==> src/verilog/rxfe_pkg.sv <==
package rxfe_pkg;
   // ------------------------------------------------------------
   // register offsets
   // ------------------------------------------------------------
   localparam logic [7:0] RXFE_OFF_IRQ_MASK_UPPER = 8'h03;
   localparam logic [7:0] RXFE_OFF_INTERRUPT_CAUSE = 8'h05;
   localparam logic [7:0] RXFE_OFF_INTERVAL_LSB = 8'h18;
   localparam logic [7:0] RXFE_OFF_INTERVAL_MSB = 8'h19;
   localparam logic [7:0] RXFE_OFF_GAIN_CTRL = 8'h21;
   localparam logic [7:0] RXFE_OFF_OFFSET_LSB = 8'h26;
   localparam logic [7:0] RXFE_OFF_OFFSET_MSB = 8'h27;
   localparam logic [7:0] RXFE_OFF_UPPER_LIMIT_LSB = 8'h30;
   localparam logic [7:0] RXFE_OFF_UPPER_LIMIT_MSB = 8'h31;
   localparam logic [7:0] RXFE_OFF_LOWER_LIMIT_LSB = 8'h32;
   localparam logic [7:0] RXFE_OFF_LOWER_LIMIT_MSB = 8'h33;
   localparam logic [7:0] RXFE_OFF_CLIP_RESULT = 8'h42;
   localparam logic [7:0] RXFE_OFF_DC_RESULT_LSB = 8'h44;
   localparam logic [7:0] RXFE_OFF_DC_RESULT_MSB = 8'h45;
   localparam logic [7:0] RXFE_OFF_INPUT_RESULT_LSB = 8'h46;
   localparam logic [7:0] RXFE_OFF_INPUT_RESULT_MSB = 8'h47;
   localparam logic [7:0] RXFE_OFF_REMOTE_RESULT_LSB = 8'h48;
   localparam logic [7:0] RXFE_OFF_REMOTE_RESULT_MSB = 8'h49;

   // ------------------------------------------------------------
   // field positions and limits
   // ------------------------------------------------------------
   localparam int RXFE_BIT_HIGH_ALARM = 2;
   localparam int RXFE_BIT_LOW_ALARM = 1;
   localparam int RXFE_GAIN_LSB = 0;
   localparam int RXFE_GAIN_W = 3;
   localparam logic [2:0] RXFE_GAIN_MAX = 3'h5;
   localparam int RXFE_SAMPLE_W = 16;
   localparam int RXFE_RESULT_W = 16;
   localparam int RXFE_CLIP_W = 8;
   localparam int RXFE_ACC_W = 32;

   // ------------------------------------------------------------
   // reset values
   // ------------------------------------------------------------
   localparam logic [7:0] RXFE_RST_BYTE = 8'h00;
   localparam logic [15:0] RXFE_RST_WORD = 16'h0000;
endpackage
==> src/verilog/rxfe_clip_cnt.sv <==
`timescale 1ns/1ps
// saturating overflow counter, dumped on interval close
module rxfe_clip_cnt
   import rxfe_pkg::*;
#(
   parameter int CNT_W = 8
) (
   input wire logic i_clock, // symbol-rate clock
   input wire logic i_rst_b, // async reset, active low
   input wire logic i_event, // converter overflow this symbol
   input wire logic i_close, // last sample of the interval
   output logic [CNT_W-1:0] o_result // count of last interval
);
   initial begin
      if (CNT_W < 1) $error("rxfe_clip_cnt: bad width");
   end

   localparam logic [CNT_W-1:0] CNT_MAX = '1;

   logic [CNT_W-1:0] cnt_q, cnt_d;
   logic [CNT_W-1:0] res_q, res_d;
   logic [CNT_W-1:0] bumped;

   // ------------------------------------------------------------
   // count with hold at full scale
   // ------------------------------------------------------------
   always_comb begin
      bumped = (i_event && cnt_q != CNT_MAX) ? cnt_q + 1'b1 : cnt_q;
      cnt_d = bumped;
      res_d = res_q;
      if (i_close) begin
         res_d = bumped;
         cnt_d = '0;
      end
   end

   always_ff @(posedge i_clock or negedge i_rst_b) begin
      if (!i_rst_b) begin
         cnt_q <= '0;
         res_q <= '0;
      end else begin
         cnt_q <= cnt_d;
         res_q <= res_d;
      end
   end

   assign o_result = res_q;
endmodule

==> src/verilog/rxfe_front_end.sv <==
`timescale 1ns/1ps
module rxfe_front_end
   import rxfe_pkg::*;
#(
   parameter int ACC_W = RXFE_ACC_W
) (
   input wire logic i_clock, // symbol-rate clock, 40 MHz
   input wire logic i_rst_b, // async reset, active low
   input wire logic i_sample_valid, // one symbol strobe
   input wire logic [15:0] i_adc_sample, // converter word, two's complement
   input wire logic i_adc_overflow, // converter overflow flag for this sample
   input wire logic [15:0] i_far_end_sample, // echo-cancelled sample, same strobe
   input wire logic [7:0] i_addr, // register address
   input wire logic [7:0] i_wdata, // register write data
   input wire logic i_wr, // write strobe, one cycle
   input wire logic i_rd, // read strobe, one cycle
   output logic [7:0] o_rdata, // read data, valid cycle after i_rd
   output logic [2:0] o_vga_gain, // amplifier gain select
   output logic o_corrected_valid, // corrected sample strobe
   output logic [15:0] o_corrected_sample, // offset-corrected sample
   output logic o_irq // unmasked alarm pending, active high
);
   initial begin
      if (ACC_W < RXFE_SAMPLE_W + 1 || ACC_W > 48) $error("rxfe_front_end: ACC_W out of range");
   end

   // ------------------------------------------------------------
   // software registers
   // ------------------------------------------------------------
   logic [7:0] mask_q, mask_d;
   logic [7:0] int_lsb_q, int_lsb_d;
   logic [7:0] int_msb_q, int_msb_d;
   logic [7:0] gain_q, gain_d;
   logic [15:0] offset_q, offset_d;
   logic [15:0] upper_q, upper_d;
   logic [15:0] lower_q, lower_d;

   // byte-wide writes land one edge after the strobe
   always_comb begin
      mask_d = mask_q;
      int_lsb_d = int_lsb_q;
      int_msb_d = int_msb_q;
      gain_d = gain_q;
      offset_d = offset_q;
      upper_d = upper_q;
      lower_d = lower_q;
      if (i_wr) begin
         unique case (i_addr)
            RXFE_OFF_IRQ_MASK_UPPER: mask_d = i_wdata;
            RXFE_OFF_INTERVAL_LSB: int_lsb_d = i_wdata;
            RXFE_OFF_INTERVAL_MSB: int_msb_d = i_wdata;
            RXFE_OFF_GAIN_CTRL: gain_d = i_wdata;
            RXFE_OFF_OFFSET_LSB: offset_d[7:0] = i_wdata;
            RXFE_OFF_OFFSET_MSB: offset_d[15:8] = i_wdata;
            RXFE_OFF_UPPER_LIMIT_LSB: upper_d[7:0] = i_wdata;
            RXFE_OFF_UPPER_LIMIT_MSB: upper_d[15:8] = i_wdata;
            RXFE_OFF_LOWER_LIMIT_LSB: lower_d[7:0] = i_wdata;
            RXFE_OFF_LOWER_LIMIT_MSB: lower_d[15:8] = i_wdata;
            default: ; // read-only or unmapped: write ignored
         endcase
      end
   end

   always_ff @(posedge i_clock or negedge i_rst_b) begin
      if (!i_rst_b) begin
         mask_q <= RXFE_RST_BYTE;
         int_lsb_q <= RXFE_RST_BYTE;
         int_msb_q <= RXFE_RST_BYTE;
         gain_q <= RXFE_RST_BYTE;
         offset_q <= RXFE_RST_WORD;
         upper_q <= RXFE_RST_WORD;
         lower_q <= RXFE_RST_WORD;
      end else begin
         mask_q <= mask_d;
         int_lsb_q <= int_lsb_d;
         int_msb_q <= int_msb_d;
         gain_q <= gain_d;
         offset_q <= offset_d;
         upper_q <= upper_d;
         lower_q <= lower_d;
      end
   end

   // ------------------------------------------------------------
   // gain select
   // ------------------------------------------------------------
   logic [2:0] gain_field;

   // codes 6 and 7 have no amplifier setting, so they clamp to the top one
   always_comb begin
      gain_field = gain_q[RXFE_GAIN_LSB +: RXFE_GAIN_W];
      o_vga_gain = (gain_field > RXFE_GAIN_MAX) ? RXFE_GAIN_MAX : gain_field;
   end

   // ------------------------------------------------------------
   // offset correction
   // ------------------------------------------------------------
   logic [16:0] diff;
   logic [15:0] corr_q, corr_d;
   logic corr_vld_q, corr_vld_d;
   logic ovf_q, ovf_d;
   logic [15:0] far_q, far_d;

   // saturate rather than wrap: a wrapped sample would wreck the meters
   always_comb begin
      diff = {i_adc_sample[15], i_adc_sample} - {offset_q[15], offset_q};
      corr_d = corr_q;
      far_d = far_q;
      ovf_d = 1'b0;
      corr_vld_d = i_sample_valid;
      if (i_sample_valid) begin
         far_d = i_far_end_sample;
         ovf_d = i_adc_overflow;
         if (diff[16] != diff[15]) begin
            corr_d = diff[16] ? 16'h8000 : 16'h7fff;
         end else begin
            corr_d = diff[15:0];
         end
      end
   end

   always_ff @(posedge i_clock or negedge i_rst_b) begin
      if (!i_rst_b) begin
         corr_q <= RXFE_RST_WORD;
         far_q <= RXFE_RST_WORD;
         corr_vld_q <= 1'b0;
         ovf_q <= 1'b0;
      end else begin
         corr_q <= corr_d;
         far_q <= far_d;
         corr_vld_q <= corr_vld_d;
         ovf_q <= ovf_d;
      end
   end

   assign o_corrected_sample = corr_q;
   assign o_corrected_valid = corr_vld_q;

   // ------------------------------------------------------------
   // shared interval timer, counted in symbols
   // ------------------------------------------------------------
   logic [15:0] tmr_q, tmr_d;
   logic close;
   logic fresh_q, fresh_d;

   // interval is the programmed value plus one symbols
   always_comb begin
      close = corr_vld_q && (tmr_q == 16'h0000);
      tmr_d = tmr_q;
      if (corr_vld_q) begin
         tmr_d = close ? {int_msb_q, int_lsb_q} : tmr_q - 16'h0001;
      end
      fresh_d = close; // results are new in the cycle after close
   end

   always_ff @(posedge i_clock or negedge i_rst_b) begin
      if (!i_rst_b) begin
         tmr_q <= RXFE_RST_WORD;
         fresh_q <= 1'b0;
      end else begin
         tmr_q <= tmr_d;
         fresh_q <= fresh_d;
      end
   end

   // ------------------------------------------------------------
   // meters, all closed by the same strobe
   // ------------------------------------------------------------
   logic [15:0] dc_res;
   logic [15:0] input_res;
   logic [15:0] remote_res;
   logic [7:0] clip_res;

   rxfe_level_acc #(.IN_W(16), .ACC_W(ACC_W), .RES_W(16), .USE_ABS(1'b0)) u_dc_meter (
      .i_clock(i_clock),
      .i_rst_b(i_rst_b),
      .i_valid(corr_vld_q),
      .i_sample(corr_q),
      .i_close(close),
      .o_result(dc_res)
   );

   rxfe_level_acc #(.IN_W(16), .ACC_W(ACC_W), .RES_W(16), .USE_ABS(1'b1)) u_input_meter (
      .i_clock(i_clock),
      .i_rst_b(i_rst_b),
      .i_valid(corr_vld_q),
      .i_sample(corr_q),
      .i_close(close),
      .o_result(input_res)
   );

   rxfe_level_acc #(.IN_W(16), .ACC_W(ACC_W), .RES_W(16), .USE_ABS(1'b1)) u_remote_meter (
      .i_clock(i_clock),
      .i_rst_b(i_rst_b),
      .i_valid(corr_vld_q),
      .i_sample(far_q),
      .i_close(close),
      .o_result(remote_res)
   );

   rxfe_clip_cnt #(.CNT_W(RXFE_CLIP_W)) u_clip (
      .i_clock(i_clock),
      .i_rst_b(i_rst_b),
      .i_event(corr_vld_q && ovf_q),
      .i_close(close),
      .o_result(clip_res)
   );

   // ------------------------------------------------------------
   // far-end alarms
   // ------------------------------------------------------------
   logic above_hi;
   logic below_lo;
   logic [7:0] cause_q, cause_d;
   logic hi_set;
   logic lo_set;

   // checked once per fresh result; set beats a same-cycle clear
   always_comb begin
      above_hi = remote_res > upper_q;
      below_lo = remote_res < lower_q;
      hi_set = fresh_q && above_hi && !mask_q[RXFE_BIT_HIGH_ALARM];
      lo_set = fresh_q && below_lo && !mask_q[RXFE_BIT_LOW_ALARM];
      cause_d = cause_q;
      if (i_wr && i_addr == RXFE_OFF_INTERRUPT_CAUSE) begin
         cause_d = cause_q & ~i_wdata; // write one to clear
      end
      if (hi_set) begin
         cause_d[RXFE_BIT_HIGH_ALARM] = 1'b1;
      end
      if (lo_set) begin
         cause_d[RXFE_BIT_LOW_ALARM] = 1'b1;
      end
      cause_d = cause_d & ((8'h01 << RXFE_BIT_HIGH_ALARM) | (8'h01 << RXFE_BIT_LOW_ALARM));
   end

   always_ff @(posedge i_clock or negedge i_rst_b) begin
      if (!i_rst_b) begin
         cause_q <= RXFE_RST_BYTE;
      end else begin
         cause_q <= cause_d;
      end
   end

   assign o_irq = |(cause_q & ~mask_q);

   // ------------------------------------------------------------
   // read port
   // ------------------------------------------------------------
   logic [7:0] rdata_q, rdata_d;

   // unmapped addresses read zero
   always_comb begin
      rdata_d = rdata_q;
      if (i_rd) begin
         unique case (i_addr)
            RXFE_OFF_IRQ_MASK_UPPER: rdata_d = mask_q;
            RXFE_OFF_INTERRUPT_CAUSE: rdata_d = cause_q;
            RXFE_OFF_INTERVAL_LSB: rdata_d = int_lsb_q;
            RXFE_OFF_INTERVAL_MSB: rdata_d = int_msb_q;
            RXFE_OFF_GAIN_CTRL: rdata_d = gain_q;
            RXFE_OFF_OFFSET_LSB: rdata_d = offset_q[7:0];
            RXFE_OFF_OFFSET_MSB: rdata_d = offset_q[15:8];
            RXFE_OFF_UPPER_LIMIT_LSB: rdata_d = upper_q[7:0];
            RXFE_OFF_UPPER_LIMIT_MSB: rdata_d = upper_q[15:8];
            RXFE_OFF_LOWER_LIMIT_LSB: rdata_d = lower_q[7:0];
            RXFE_OFF_LOWER_LIMIT_MSB: rdata_d = lower_q[15:8];
            RXFE_OFF_CLIP_RESULT: rdata_d = clip_res;
            RXFE_OFF_DC_RESULT_LSB: rdata_d = dc_res[7:0];
            RXFE_OFF_DC_RESULT_MSB: rdata_d = dc_res[15:8];
            RXFE_OFF_INPUT_RESULT_LSB: rdata_d = input_res[7:0];
            RXFE_OFF_INPUT_RESULT_MSB: rdata_d = input_res[15:8];
            RXFE_OFF_REMOTE_RESULT_LSB: rdata_d = remote_res[7:0];
            RXFE_OFF_REMOTE_RESULT_MSB: rdata_d = remote_res[15:8];
            default: rdata_d = 8'h00;
         endcase
      end
   end

   always_ff @(posedge i_clock or negedge i_rst_b) begin
      if (!i_rst_b) begin
         rdata_q <= RXFE_RST_BYTE;
      end else begin
         rdata_q <= rdata_d;
      end
   end

   assign o_rdata = rdata_q;
endmodule

==> src/verilog/rxfe_level_acc.sv <==
`timescale 1ns/1ps
// one meter: sums a sample term per symbol, dumps top bits on interval close
module rxfe_level_acc
   import rxfe_pkg::*;
#(
   parameter int IN_W = 16,
   parameter int ACC_W = 32,
   parameter int RES_W = 16,
   parameter bit USE_ABS = 1'b0
) (
   input wire logic i_clock, // symbol-rate clock
   input wire logic i_rst_b, // async reset, active low
   input wire logic i_valid, // one sample this cycle
   input wire logic signed [IN_W-1:0] i_sample, // sample to measure
   input wire logic i_close, // last sample of the interval
   output logic [RES_W-1:0] o_result // top bits of last interval
);
   initial begin
      if (ACC_W < IN_W + 1 || RES_W > ACC_W) $error("rxfe_level_acc: bad widths");
   end

   logic signed [ACC_W-1:0] acc_q, acc_d;
   logic [RES_W-1:0] res_q, res_d;
   logic signed [ACC_W-1:0] term;
   logic signed [ACC_W-1:0] sum;

   // ------------------------------------------------------------
   // accumulate, restart at each interval close
   // ------------------------------------------------------------
   always_comb begin
      term = ACC_W'(i_sample);
      if (USE_ABS && i_sample[IN_W-1]) begin
         term = -term; // full-scale negative still fits, acc is wider
      end
      sum = acc_q + (i_valid ? term : '0);
      acc_d = sum;
      res_d = res_q;
      if (i_close) begin
         res_d = sum[ACC_W-1 -: RES_W];
         acc_d = '0;
      end
   end

   always_ff @(posedge i_clock or negedge i_rst_b) begin
      if (!i_rst_b) begin
         acc_q <= '0;
         res_q <= '0;
      end else begin
         acc_q <= acc_d;
         res_q <= res_d;
      end
   end

   assign o_result = res_q;
endmodule

==> config.mk <==
export PLATFORM = sky130hd
export DESIGN_NAME = rxfe_front_end
export DESIGN_NICKNAME = d
export VERILOG_FILES = /design/src/verilog/rxfe_pkg.sv /design/src/verilog/rxfe_clip_cnt.sv /design/src/verilog/rxfe_front_end.sv /design/src/verilog/rxfe_level_acc.sv
export SDC_FILE = /design/constraint.sdc
export NUM_CORES = 1
export LEC_CHECK = 0
export BUFFER_PORTS_ARGS = -buffer_cell sky130_fd_sc_hd__buf_4
export CORE_MARGIN = 3
export CORE_UTILIZATION = 50
export CTS_BUF_LIST = sky130_fd_sc_hd__clkbuf_8 sky130_fd_sc_hd__clkbuf_16
export CTS_CLUSTER_SIZE = 10
export DETAILED_ROUTE_END_ITERATION = 6
export MAX_ROUTING_LAYER = met4
export PLACE_DENSITY = 0.64
export SYNTH_ARGS = -nofsm -noshare
export SYNTH_HDL_FRONTEND = slang
export SYNTH_SLANG_ARGS = --single-unit
==> constraint.sdc <==
create_clock -name i_clock -period 5.39 [get_ports i_clock]
set_clock_uncertainty 0.2 [all_clocks]
set_input_delay 0.539 -clock i_clock [delete_from_list [all_inputs] [get_ports i_clock]]
set_output_delay 0.539 -clock i_clock [all_outputs]
set_load 0.01 [all_outputs]
[Word level (Yosys, flattened, before mapping)]
Index checks and enable logic that the tools add are counted.
Cells by class
  $add $sub $neg: 8
  order comparisons: 3
  equal/unequal tests: 20
  muxes and demuxes: 19
  bitwise gates (word level): 4
  reduce and logical (&&, ||, !) cells: 24
Operators with widths (number)
  2-to-1 mux 32 bit: 8
  case mux 8 bit (18 select lines): 1
  adder 32 bit: 3
  negation 16 -> 32 bit: 2
  == test 8 x 6 -> 1 bit, second input constant: 7
  == test 8 x 7 -> 1 bit, second input constant: 7
  2-to-1 mux 16 bit: 3
  AND reduction 2 bit: 10
  subtractor 16 x 16 -> 17 bit: 1
  == test 8 x 5 -> 1 bit, second input constant: 2
  > comparator 16 bit: 1
  zero test 16 bit: 1
  less-than comparator 16 bit: 1
  2-to-1 mux 8 bit: 2
  subtractor 16 x 1 -> 16 bit, second input constant: 1
  adder 8 x 1 -> 8 bit, second input constant: 1
  AND 3 x 8 -> 8 bit: 1
  == test 8 x 2 -> 1 bit, second input constant: 1
  == test 8 x 3 -> 1 bit, second input constant: 1
  logical AND 1 bit: 8
  != test 8 bit, second input constant: 1
  NOT 8 bit: 1
  OR reduction 8 bit: 1
  2-to-1 mux 3 bit: 2
  7 further kinds: 11
Word-level totals
  register bits: 301
  bits of input ports: 54
  output and inout port bits: 29
  word-level logic and storage cells: 105

[Logic depth before layout (Yosys ltp)]
  depth in word-level cells: 5
  depth in mapped cells: 18
  mapped depth without buffers: 18

[Cells and area by module]
A second synthesis with hierarchy kept.
Unflattened totals
  cells, all modules: 2208
  area total of the unflattened synthesis: 20150.6 sq um
Modules (own cells, without submodules)
  rxfe_front_end: times used 1, cells each 874, area each 8514.4 sq um, sequential area each 3528.4 sq um
  rxfe_level_acc (u_remote_meter): times used 1, cells each 425, area each 3666.0 sq um, sequential area each 1201.2 sq um
  rxfe_level_acc (u_input_meter): times used 1, cells each 415, area each 3582.2 sq um, sequential area each 1201.2 sq um
  rxfe_level_acc (u_dc_meter): times used 1, cells each 408, area each 3525.9 sq um, sequential area each 1201.2 sq um
  rxfe_clip_cnt: times used 1, cells each 86, area each 862.1 sq um, sequential area each 400.4 sq um

[Worst setup path after synthesis]
Ideal clock, no wire load.
  path type: flip-flop to flip-flop
  start: register corr_q[2], in the netlist o_corrected_sample[2]
  end: register u_input_meter.res_q[8], in the netlist u_input_meter.o_result[8]
  arrival: 3.786 ns
  required time: 5.057 ns
  path slack: 1.271 ns
  stages on the path, launching flop included: 18
  buffers on the path: 0
  period minus slack after synthesis: 4.119 ns
  path through: dfrtp_1 > inv_1 > nand3_1 > or4_1 > or3_1 > o31ai_1 > xnor2_1 > and2_1 > ha_1 > a21o_1 > a21o_1 > a21o_1 > nor3b_1 > a211o_1 > a21o_1 > a21boi_1 > xor2_1 > o21ai_0
Between the ends
  longest elaborated chain between the ends: 4
RTL lines
  start, declared: line rxfe_front_end.sv:99  | logic [15:0] corr_q, corr_d;
  start signal, assigned: line rxfe_front_end.sv:129  | corr_q <= corr_d;
  negation 16 -> 32 bit: line rxfe_level_acc.sv:33  | term = -term;
  2-to-1 mux 32 bit *: line rxfe_level_acc.sv:32  | if (USE_ABS && i_sample[IN_W-1]) begin
  2-to-1 mux 32 bit *: line rxfe_level_acc.sv:35  | sum = acc_q + (i_valid ? term : '0);
  adder 32 bit *: line rxfe_level_acc.sv:35
  end signal, assigned: line rxfe_level_acc.sv:50  | res_q <= res_d;
  end, declared: line rxfe_level_acc.sv:23  | logic [RES_W-1:0] res_q, res_d;
Every way passes the cells marked *; elsewhere a longest branch is shown, timed or not.
A chain may end at the register's enable or synchronous reset.

[Worst setup path in the final report]
Ends and elaborated chain as after synthesis.

==> flow_metrics.env <==
export IMPL_startpoint="o_corrected_sample[2]"
export IMPL_slew_viol_final=0
export IMPL_clk_path_buf_depth=3
export IMPL_synth_top_family_by_area="compound AO/OA/AOI/OAI gates"
export IMPL_synth_most_common_cell="dfrtp_1"
export IMPL_cts_buffers=38
export IMPL_setup_violations=0
export IMPL_synthSimpleGateAreaFrac=0.149
export IMPL_relSlewSlack=0.168
export IMPL_grt_ovfl_total=0
export IMPL_clk_insertion_delay_late_ns=0.55
export IMPL_dr_pass1_iters=6
export IMPL_tightest_slew_ns=1.24
export IMPL_postSynthAreaPerCell_um2=9.11
export IMPL_p_leak_nw=9.83
export IMPL_fillers=3291
export IMPL_synth_top_area_frac=0.396
export IMPL_area_growth_pct=12.1
export IMPL_power_density_nw_per_um2=464
export IMPL_synth_async_sr_flop_share=1.00
export IMPL_fin_nets=2359
export IMPL_worst_setup_path_start_kind="flop"
export IMPL_grt_max_degree=132
export IMPL_crit_type="flop to flop"
export IMPL_routed_wl_mm=52.2
export IMPL_antenna_found_initial=0
export IMPL_drtIter0Drc=1327
export IMPL_synth_compound_area_frac=0.202
export IMPL_p_clk_frac=0.246
export IMPL_dieWidth_um=201
export IMPL_hold_viol=0
export IMPL_r2r_start="o_corrected_sample[2]"
export IMPL_status="completed"
export IMPL_hold_path_end="ovf_q"
export IMPL_regToRegSetupSlack_ns=0.83
export IMPL_crit_arrival_ns=4.75
export IMPL_synth_top_area_cell="dfrtp_1"
export IMPL_whs_path_depth=2
export IMPL_max_freq_mhz=219
export IMPL_switchingPower_mw=3.82
export IMPL_synthMuxAreaShare=0.0528
export IMPL_max_stage_delay_ns=0.51
export IMPL_worst_setup_path_end_kind="flop"
export IMPL_syn_area_um2=19000
export IMPL_peakVddDrop_v=0.000246
export IMPL_hold_start="i_adc_overflow"
export IMPL_grt_pass1_vias=15300
export IMPL_postCtsSetupRepairBufs=0
export IMPL_drv_cap=0
export IMPL_grt_pass1_wl_mm=83.8
export IMPL_io_buffers=82
export IMPL_start_util=0.514
export IMPL_synth_seq_cells=301
export IMPL_crit_fanout=6
export IMPL_synth_edf_count=0
export IMPL_period_needed_ns=4.56
export IMPL_rows=70
export IMPL_crit_chain="inv_1, nand3_1, or4_1, or3_1, o31ai_1, xnor2_1, and2_1, ha_1, a21o_1, a21o_1, a21o_1, nor3b_1, a211o_1, a21o_1, a21boi_1, xor2_1, o21ai_0"
export IMPL_die_h_um=201
export IMPL_die_area_um2=40400
export IMPL_ys_warn_count=0
export IMPL_finalPower_mw=9.89
export IMPL_synthAdderAreaFrac=0.0989
export IMPL_placed_area_um2=20100
export IMPL_grt_total_usage=0.263
export IMPL_cp_slowest_cell="or4_1"
export IMPL_rr_worst_depth=17
export IMPL_io_pins=83
export IMPL_setup_tns_final_ns=0
export IMPL_vias=15900
export IMPL_internal_power_mw=6.07
export IMPL_ys_seq_area_frac=0.396
export IMPL_crit_required_ns=5.58
export IMPL_fin_crit_sh=0.846
export IMPL_cts_reportedPaths_clkPinSlew_ns=0.05
export IMPL_vias_per_cell=5.93
export IMPL_synth_xor_area_share=0.0584
export IMPL_reg2reg_to="u_input_meter.o_result[8]"
export IMPL_h_tree_depth=2
export IMPL_synthCells=2089
export IMPL_root_buffer="clkbuf_16"
export IMPL_drc_errors=0
export IMPL_design_area_um2=21300
export IMPL_gp_congestion=0.943
export IMPL_clkSinkCount=301
export IMPL_cts_tree="yes"
export IMPL_detailed_place_hpwl_mm=37.8
export IMPL_postRouteAntennaNets=0
export IMPL_synthFlopType="dfrtp_1"
export IMPL_coreArea_um2=37000
export IMPL_p_sw_frac=0.386
export IMPL_critPathMostFrequentCell="a21o_1"
export IMPL_rsz0062_at_grt="no"
export IMPL_synth_common_cells="dfrtp_1 (301), nor2_1 (180), nand2_1 (176), o21ai_0 (164), a21oi_1 (148)"
export IMPL_seq_power_share=0.323
export IMPL_layout_drive_gt1_share=0.117
export IMPL_hold_ws_ns=0.0228
export IMPL_synth_cell_types=73
export IMPL_p_comb_frac=0.431
export IMPL_diodes=0
export IMPL_synth_area_top_cells="dfrtp_1 (40%), ha_1 (9.5%), mux2_2 (4.8%), o21ai_0 (4.3%), xnor2_1 (4.1%)"
export IMPL_wire_per_inst_um=19.5
export IMPL_hold_class="primary input to flop"
## worst max-delay path by stage
stage,end,slack [ns],cells past startpoint
after floorplan,u_input_meter.o_result[8],1.27,17
after global placement,u_input_meter.o_result[8],0.99,17
after detailed placement,u_input_meter.o_result[8],0.89,17
after CTS,u_input_meter.o_result[8],0.86,17
after global routing,u_remote_meter.o_result[7],0.46,15
final,u_input_meter.o_result[8],0.83,17
## state kept, by name, summed over array words and instances, names as in the netlist, 16 cells and up
register                 count
u_dc_meter.acc_q            32
u_input_meter.acc_q         32
u_remote_meter.o_result     16
o_corrected_sample          16
tmr_q                       16
upper_q                     16
u_input_meter.o_result      16
far_q                       16
lower_q                     16
u_remote_meter.acc_q        32
u_dc_meter.o_result         16
offset_q                    16
## cells in the final DEF (no fill, tap or decap), types with 6 or more instances in the layout
master / Yosys / routed
xnor2_1: 89 / 89
conb_1: 1 / 30
a22o_1: 7 / 7
a22oi_1: 22 / 22
o22ai_1: 24 / 24
a21oi_1: 148 / 148
mux2i_1: 7 / 7
o21ai_1: 23 / 23
ha_1: 144 / 144
nand3_1: 52 / 51
nor2_1: 180 / 178
o21bai_1: 15 / 15
clkbuf_16: 0 / 41
or4_1: 8 / 8
nor2b_1: 15 / 15
a222oi_1: 6 / 6
nand2b_1: 12 / 12
nor3_1: 27 / 27
mux2_2: 81 / 81
xor2_1: 38 / 38
o211ai_1: 11 / 11
a221oi_1: 19 / 19
buf_4: 0 / 94
a211oi_1: 15 / 15
inv_1: 107 / 117
nor4_1: 7 / 7
and3_1: 16 / 16
o21a_1: 20 / 20
o21ai_0: 164 / 164
nand4_1: 30 / 30
a31oi_1: 23 / 23
dfrtp_1: 301 / 300
and2_1: 51 / 51
a21o_1: 57 / 57
o31ai_1: 13 / 13
nand2_1: 176 / 176
## area by class of cell
type | instances | area [um2] | area share
clock buffer | 46 | 1090 | 0.0513
clock inverter | 13 | 77.6 | 0.00364
inverter | 108 | 407 | 0.0191
multi-input combinational | 1610 | 10800 | 0.507
sequential | 301 | 7530 | 0.353
tap | 504 | 631 | 0.0296
timing repair buffer | 98 | 771 | 0.0361
## critical path: cells and delay by family, from the launching register on
family / cells / cell delay, ns
XOR/XNOR: 2 / 0.29
adder cells (fa/ha/maj): 1 / 0.36
AND/OR/NAND/NOR: 5 / 1.39
flip-flops: 1 / 0.39
buffers and inverters: 1 / 0.13
AO/OA/AOI/OAI: 8 / 1.66
## power groups by stage
stage / clock network (mW) / registers [mW] / logic [mW]
CTS: 2.47 / 3.19 / 4.20
detailed placement: 0 / 3.23 / 4.17
floorplan: 0 / 3.11 / 3.30
global placement: 0 / 3.21 / 4.08
global route: 2.56 / 3.26 / 4.84
finish: 2.43 / 3.19 / 4.27
## logic make-up after synthesis
logic type / Yosys count
AO/OA/AOI/OAI: 613
buffers and inverters: 207
adder cells (fa/ha/maj): 148
other: 1
multiplexers: 89
AND/OR/NAND/NOR: 603
XOR/XNOR: 127
flip-flops: 301
## what timing repair did
| action | CTS | global route |
|---|---|---|
| hold buffers | 1 | 0 |
| gates resized for setup | 0 | 0 |
| endpoints found under the hold margin | 53 | 0 |
## per-layer routing
metal,vias to the layer above,global-route usage,share of wire
met1,7715,0.367,0.46
met3,99,0.0366,0.062
met5,-,-,0
li1,7584,-,-
met4,0,0.0768,0.029
met2,507,0.402,0.45
## metrics by stage
step                      cells  setup slack [ns]   util
after global routing       2680             0.457  0.576
after detailed placement   2620             0.894  0.544
after CTS                  2680             0.859  0.576
after floorplan            2118              1.27      -
final                      2680             0.829  0.576
after global placement     2620             0.992  0.544
Power figures use the tool's default switching activity.
